### src/cct_pkg.sv
// Package for the four-channel capture/compare timer: constants and carrier types
package cct_pkg;
  localparam int CNT_W = 16;
  localparam int NUM_CH = 4;
  localparam int PA_CH = 3;
  localparam logic [CNT_W-1:0] CNT_RESET = 16'h0000;
  localparam logic [2:0] PRESC_RESET = 3'h0;
  localparam logic [1:0] EDGE_RISE = 2'h1;
  localparam logic [1:0] EDGE_FALL = 2'h2;
  localparam logic [1:0] EDGE_BOTH = 2'h3;

  // Per-channel output compare action on match
  typedef enum logic [1:0] {
    CCT_OC_NONE = 2'h0,
    CCT_OC_TOGGLE = 2'h1,
    CCT_OC_CLEAR = 2'h2,
    CCT_OC_SET = 2'h3
  } cct_oc_act_t;

  // Software-side configuration of one channel
  typedef struct packed {
    logic is_compare;
    logic [1:0] edge_sel;
    cct_oc_act_t oc_act;
    logic [CNT_W-1:0] compare;
  } cct_chan_cfg_t;

  // Pulse accumulator configuration
  typedef struct packed {
    logic enable;
    logic gated_mode;
    logic gate_active_high;
    logic [1:0] edge_sel;
  } cct_pa_cfg_t;

  // Sticky status flags seen by software
  typedef struct packed {
    logic [NUM_CH-1:0] chan;
    logic overflow;
    logic pa_overflow;
    logic pa_edge;
  } cct_flags_t;
endpackage : cct_pkg

### src/cct_timer.sv
// Four-channel capture/compare timer with prescaler and pulse accumulator
`timescale 1ns/1ps
`default_nettype none

// Function
// One 16-bit counter advances on each tick of a seven-stage prescaler.
// Each of four channels is set independently to capture or compare.
// Channel three may instead serve as the pulse accumulator.
// Counter wrap past 16 bits raises an overflow indication.
// Capture latches the counter on the selected edge of the pin.
// Compare acts on counter match to drive the pin or flag delays.
// Sixteen-bit accumulator counts events or gated time, selectable.
// Capture and compare channels run together from the shared counter.
// Prescaler divides by 1 to 128 in powers of two, three-bit select.
// Every event sets its own sticky flag; enabled flags request interrupt.
module cct_timer (
  input wire logic mclk,
  input wire logic reset,
  input wire logic timer_enable,
  input wire logic [2:0] prescale_sel,
  input wire logic counter_write,
  input wire logic [15:0] counter_wdata,
  input wire cct_pkg::cct_chan_cfg_t chan_cfg [4],
  input wire cct_pkg::cct_pa_cfg_t pa_cfg,
  input wire logic pa_write,
  input wire logic [15:0] pa_wdata,
  input wire cct_pkg::cct_flags_t flag_clear,
  input wire cct_pkg::cct_flags_t flag_enable,
  input wire logic [3:0] pin_in,
  output logic [3:0] pin_out,
  output logic [3:0] pin_oe,
  output logic [15:0] counter,
  output logic [15:0] capture [4],
  output logic [15:0] pa_count,
  output cct_pkg::cct_flags_t flags,
  output logic irq
);

  logic [3:0] pin_meta;
  logic [3:0] pin_sync;
  logic [3:0] pin_last;
  logic [6:0] presc;
  logic tick;
  logic [3:0] edge_hit;
  logic [3:0] match;
  logic pa_mode;
  logic pa_gate;
  logic pa_step;
  logic pa_wrap;
  logic cnt_wrap;
  cct_pkg::cct_flags_t flag_set;

  // Edge qualifier, shared by capture channels and the accumulator
  // Select code zero matches nothing, so an unused channel stays quiet
  // Both inputs come from the synchroniser, never from the raw pin
  function automatic logic edge_seen(input logic [1:0] sel, input logic now, input logic last);
    edge_seen = ((sel == cct_pkg::EDGE_RISE) && now && !last)
      || ((sel == cct_pkg::EDGE_FALL) && !now && last)
      || ((sel == cct_pkg::EDGE_BOTH) && (now != last));
  endfunction : edge_seen

  // Two-stage synchroniser on the pins; only pin_sync and pin_last are looked at
  // Costs two cycles of latency on every capture and accumulator event
  // Reset level low matches an idle pin, so no false edge after reset
  always_ff @(posedge mclk or posedge reset)
  begin
    if (reset)
    begin
      pin_meta <= 4'h0;
      pin_sync <= 4'h0;
      pin_last <= 4'h0;
    end
    else
    begin
      pin_meta <= pin_in;
      pin_sync <= pin_meta;
      pin_last <= pin_sync;
    end
  end

  // Free-running divider; select picks which stage makes the tick
  // Cleared while stopped, so the first tick after enable is predictable
  // Seven stages give divide ratios up to 128
  always_ff @(posedge mclk or posedge reset)
  begin
    if (reset)
      presc <= 7'h00;
    else if (!timer_enable)
      presc <= 7'h00;
    else
      presc <= presc + 7'h01;
  end

  // Tick when all low bits below the chosen stage are ones
  // Select zero leaves the loop empty, so the tick follows the enable
  // The tick is a one-cycle enable; nothing runs on a derived clock
  always_comb
  begin
    tick = timer_enable;
    for (int i = 0; i < 7; i++)
      if (i < int'(prescale_sel))
        tick = tick && presc[i];
  end

  // Wrap seen only on a real tick; a software load never reports one
  assign cnt_wrap = tick && (counter == 16'hFFFF) && !counter_write;

  // Main counter; a software write overrides the tick
  // The loaded value counts from the next tick onward
  always_ff @(posedge mclk or posedge reset)
  begin
    if (reset)
      counter <= cct_pkg::CNT_RESET;
    else if (counter_write)
      counter <= counter_wdata;
    else if (tick)
      counter <= counter + 16'h0001;
  end

  assign pa_mode = pa_cfg.enable;
  assign pa_gate = pa_cfg.gate_active_high ? pin_sync[cct_pkg::PA_CH] : !pin_sync[cct_pkg::PA_CH];
  // Gated mode accumulates prescaled time; event mode counts edges
  assign pa_step = pa_mode && (pa_cfg.gated_mode ? (tick && pa_gate)
    : edge_seen(pa_cfg.edge_sel, pin_sync[cct_pkg::PA_CH], pin_last[cct_pkg::PA_CH]));
  assign pa_wrap = pa_step && (pa_count == 16'hFFFF) && !pa_write;

  // Pulse accumulator register
  // Shares the pin of channel three, which then gives up capture and compare
  // A load overrides a step in the same cycle and hides its wrap
  always_ff @(posedge mclk or posedge reset)
  begin
    if (reset)
      pa_count <= cct_pkg::CNT_RESET;
    else if (pa_write)
      pa_count <= pa_wdata;
    else if (pa_step)
      pa_count <= pa_count + 16'h0001;
  end

  // Per-channel capture and compare, all from the one counter
  // Channels never interact; each reads only its own pin and setting, and channel three also the accumulator enable
  // A mix of capture and compare channels runs side by side
  generate
    for (genvar c = 0; c < 4; c++)
    begin : g_chan
      logic owned_by_pa;
      assign owned_by_pa = (c == cct_pkg::PA_CH) && pa_mode;
      assign edge_hit[c] = !owned_by_pa && !chan_cfg[c].is_compare
        && edge_seen(chan_cfg[c].edge_sel, pin_sync[c], pin_last[c]);
      // Match only on the tick that lands on the value, so it fires once
      assign match[c] = !owned_by_pa && chan_cfg[c].is_compare && tick
        && (counter + 16'h0001 == chan_cfg[c].compare) && !counter_write;

      // Capture latch
      always_ff @(posedge mclk or posedge reset)
      begin
        if (reset)
          capture[c] <= cct_pkg::CNT_RESET;
        else if (edge_hit[c])
          capture[c] <= counter;
      end

      // Compare output pin; driven only in compare mode
      always_ff @(posedge mclk or posedge reset)
      begin
        if (reset)
        begin
          pin_out[c] <= 1'b0;
          pin_oe[c] <= 1'b0;
        end
        else
        begin
          pin_oe[c] <= !owned_by_pa && chan_cfg[c].is_compare;
          if (match[c])
            unique case (chan_cfg[c].oc_act)
              cct_pkg::CCT_OC_NONE: pin_out[c] <= pin_out[c];
              cct_pkg::CCT_OC_TOGGLE: pin_out[c] <= !pin_out[c];
              cct_pkg::CCT_OC_CLEAR: pin_out[c] <= 1'b0;
              cct_pkg::CCT_OC_SET: pin_out[c] <= 1'b1;
            endcase
        end
      end
    end
  endgenerate

  // Event sources for the sticky flags
  // Gated mode raises no edge flag; its events are time, not pulses
  always_comb
  begin
    flag_set.chan = edge_hit | match;
    flag_set.overflow = cnt_wrap;
    flag_set.pa_overflow = pa_wrap;
    flag_set.pa_edge = pa_step && !pa_cfg.gated_mode;
  end

  // Sticky flags; a new event beats a clear in the same cycle
  // Losing that race would drop an event software never saw
  // Clear bits act as one-cycle strobes, one for each flag
  always_ff @(posedge mclk or posedge reset)
  begin
    if (reset)
      flags <= '0;
    else
      flags <= flag_set | (flags & ~flag_clear);
  end

  // Interrupt request from enabled flags
  // Registered, so it trails the flags by one cycle
  // Level request; it drops only when every enabled flag is cleared
  always_ff @(posedge mclk or posedge reset)
  begin
    if (reset)
      irq <= 1'b0;
    else
      irq <= |(flags & flag_enable);
  end

endmodule : cct_timer
`default_nettype wire

### config.mk
export PLATFORM = sky130hd
export DESIGN_NAME = cct_timer
export DESIGN_NICKNAME = d
export VERILOG_FILES = /design/src/cct_pkg.sv /design/src/cct_timer.sv
export SDC_FILE = /design/constraint.sdc
export NUM_CORES = 1
export LEC_CHECK = 0
export ABC_AREA = 1
export BUFFER_PORTS_ARGS = -buffer_cell sky130_fd_sc_hd__buf_2
export CAP_MARGIN = 20
export CELL_PAD_IN_SITES_DETAIL_PLACEMENT = 1
export CELL_PAD_IN_SITES_GLOBAL_PLACEMENT = 2
export CORE_ASPECT_RATIO = 0.5
export CORE_MARGIN = 2
export CORE_UTILIZATION = 27
export DETAILED_ROUTE_END_ITERATION = 8
export GPL_TIMING_DRIVEN = 1
export HOLD_SLACK_MARGIN = 0.15
export PLACE_DENSITY = 0.8
export SLEW_MARGIN = 20
export SYNTH_ARGS = -nofsm -noshare
export SYNTH_HDL_FRONTEND = slang
export SYNTH_SLANG_ARGS = --single-unit
### constraint.sdc
create_clock -name mclk -period 4.3 [get_ports mclk]
set_input_delay 0.43 -clock mclk [delete_from_list [all_inputs] [get_ports mclk]]
set_output_delay 0.43 -clock mclk [all_outputs]
set_load 0.01 [all_outputs]
==> impl_metrics.csv <==
group,metric,value,unit
logic_synthesis,synth_edf_count,0,
floorplanning,die_width,239,um
pwr,power_density,420,nW/um^2
logic_synthesis,syn_nets,1186,
timing,final.min_clock_period,2.83,ns
timing,final.setup.tns,0,ns
logic_synthesis,synth_flop_cell,"dfrtp_1",
timing,hold_viol_final,0,
detailed_routing,highest_layer,"met4",
timing,worst_slew_pin_slew,0.930,ns
cells_and_area,fillers,3454,
outcome,outcome,"finished clean",
cells_and_area,layout-drive-gt1-share,0.256,
logic_synthesis,avgSynthCellArea,7.21,sq um
logic_synthesis,netlist_area,7470,sq um
critical_path,rrSetupSlack,1.47,ns
floorplanning,initial_core_util,0.279,
timing,slew_headroom,0.380,
cells_and_area,nNetsFinal,1450,
critical_path,end_kind,"flip-flop",
clocking,clockBufferDepth,2,
logic_synthesis,async_reset_ff_frac,1.00,
detailed_routing,wl_met2,15700,um
detailed_routing,first_pass_iters,4,
logic_synthesis,synth_cell_types,40,
timing,fmax,353,MHz
clocking,cts_root_buf,"clkbuf_16",
clocking,clk_pin_slew,0.06,ns
clocking,numCtsBuffers,17,
cells_and_area,layout_common_cells,"nand2_1, buf_2, inv_1, dfrtp_1, nand3_1",
critical_path,cp-start-kind,"flip-flop",
critical_path,cp.required,4.62,ns
critical_path,rr_worst_depth,14,
floorplanning,core.rowCount,42,
critical_path,cp.arrival,3.16,ns
global_routing,grt_first_pass_wirelength,48700,um
detailed_routing,route.detailed.drc,0,
clocking,clk_latency,0.43,ns
pwr,p_leak,0.00535,uW
detailed_routing,wl,32000,um
clocking,cts_setup_buffers,0,
placed_design,place.gp.congestion,0.873,
detailed_routing,ant_nets,0,
critical_path,worstPathCellList,"ha_1, nand2_2, nor2_4, nand4_1, nand2_2, nor2_1, nor2_1, nand3_1, nor2_2, nand2_1, nand2_1, nand2_1, nand2_1, inv_1",
placed_design,hpwl,25500,um
logic_synthesis,syn_inst,1036,
cells_and_area,final_util,0.368,
hold_path,hold_path_class,"input pin to flip-flop",
logic_synthesis,ys_seq_elements,131,
clocking,cts_resized,0,
detailed_routing,dr.first_iter.drc_count,521,
critical_path,path_common_cell,"nand2_1",
timing,setup_viol,0,
flow_run,drv_cap,0,
clocking,h-tree-depth,4,
critical_path,slowest_delay,0.54,ns
critical_path,critical_path.slowest_cell,"dfrtp_1",
floorplanning,die_area,29100,sq um
pwr,max-vdd-ir-drop,0.000292,V
global_routing,grt_antenna_before_repair,0,
hold_path,whs_path_depth,1,
critical_path,crit_fanout,10,
cells_and_area,multi_input_area,3580,sq um
critical_path,crit_type,"flip-flop to flip-flop",
floorplanning,die_y,122,um
timing,slew_violations,0,
timing,clock_skew,0.00891,ns
cells_and_area,mostFrequentLayoutCell,"nand2_1",
global_routing,grt_start_max_net_pins,49,
cells_and_area,area_growth,31.8,%
floorplanning,io_pins,259,
floorplanning,core-area,26800,sq um
clocking,tritoncts,"yes",
pwr,p_total,4140,uW
detailed_routing,routed_via_density,4.83,
detailed_routing,wl_met1,14600,um
logic_synthesis,yosys_warnings,0,
detailed_routing,vias,8047,
timing,grt_setup_unrepaired,"false",
detailed_routing,wl_per_cell,19.2,um
timing,finalCritPeriodShare,0.659,
clocking,clock-sinks,131,
placed_design,portBuffers,258,
global_routing,grt-ovfl-total,0,
logic_synthesis,ys_seq_area_frac,0.439,
global_routing,grt_pass1_vias,8262,
detailed_routing,wl_met3,1190,um
global_routing,grt_usage,0.225,
cells_and_area,layout.area.seq,3280,sq um
state kept, by name (all words and copies together) (netlist names):
signal and flops:
flags 7, counter 16, pin_oe 4, pin_meta 4, capture 64, pin_last 4
pin_out 4, presc 7, irq 1, pa_count 16, pin_sync 4
power breakdown:
group / total [uW] / switching, uW / internal (uW)
clock network: 1630 / 604 / 1020
registers: 1550 / 146 / 1400
logic: 963 / 624 / 339
critical path: cells and delay by family, from the launching register on:
family | cells | cell delay, ns
DFF | 1 | 0.54
and+or+nand+nor | 12 | 1.84
adders and majority gates | 1 | 0.31
buffers and inverters | 1 | 0.05
stage by stage:
stage               hold WS (ns)  worst slack (ns)  std cells  cell area, sq um
floorplan                  0.331             0.372       1036              7470
global route               0.167              1.27       1665              9850
finish                     0.174              1.47       1666              9850
global placement           0.333              1.70       1626              9130
CTS                        0.152              1.51       1665              9850
detailed placement         0.340              1.56       1626              9130
synth_stat cells (3+ instances only):
| library cell | instances | area (sq um) |
|---|---|---|
| nor2_1 | 80 | 300 |
| inv_1 | 136 | 510 |
| a21oi_1 | 10 | 50.1 |
| nand3_2 | 3 | 30.0 |
| nand4_1 | 15 | 93.8 |
| nand3_1 | 93 | 465 |
| o22ai_1 | 3 | 18.8 |
| clkbuf_1 | 17 | 63.8 |
| nand2_1 | 346 | 1300 |
| nand2_4 | 4 | 45.0 |
| a211o_1 | 3 | 26.3 |
| xor2_1 | 7 | 61.3 |
| o221ai_1 | 15 | 131 |
| nand2_2 | 15 | 93.8 |
| ha_1 | 3 | 37.5 |
| nand3b_1 | 17 | 128 |
| o21ai_0 | 75 | 375 |
| nor3_1 | 10 | 50.1 |
| nor2_2 | 9 | 56.3 |
| inv_2 | 3 | 11.3 |
| dfrtp_1 | 131 | 3280 |
| o211ai_1 | 14 | 105 |
| nor2_4 | 4 | 45.0 |
kinds of logic (layout without fill, tap and decap cells):
logic type	count (synthesis)	in the layout	synth area share
XOR/XNOR	10	10	0.0127
buffers and inverters	161	438	0.0822
adder cells (fa/ha/maj)	3	3	0.00502
AO/OA/AOI/OAI	129	129	0.105
other	0	1	0
flip-flops	131	131	0.439
AND/OR/NAND/NOR	602	602	0.356
timing repair:
item / in CTS / in global routing
setup endpoints to repair: 0 / 0
hold buffers: 7 / 0
endpoints found under the hold margin: 47 / 0
cell type report:
cell class              instances  area share
diodes                          1    0.000254
clock buffers                  22      0.0481
clock inverters                10      0.0171
inverters                     139      0.0535
multi-input cells             744       0.364
flip-flops and latches        131       0.333
well taps                     352      0.0447
repair buffers                267       0.140
layer usage:
layer  vias up  global-route usage
met5         -                   0
met4         0              0.0586
met3        30              0.0372
met2       167               0.389
met1      3988               0.294
li1       3862                   -
final timing paths:
kind                         startpoint          end
hold / removal             chan_cfg[41]    pin_oe[2]
max in group asynchronous         reset   pin_out[0]
setup reg to reg             counter[0]   pin_out[1]
setup / recovery             counter[0]   pin_out[1]
hold reg to reg             pin_meta[2]  pin_sync[2]
min in group asynchronous         reset  pin_sync[2]
Power figures use the tool's default switching activity.
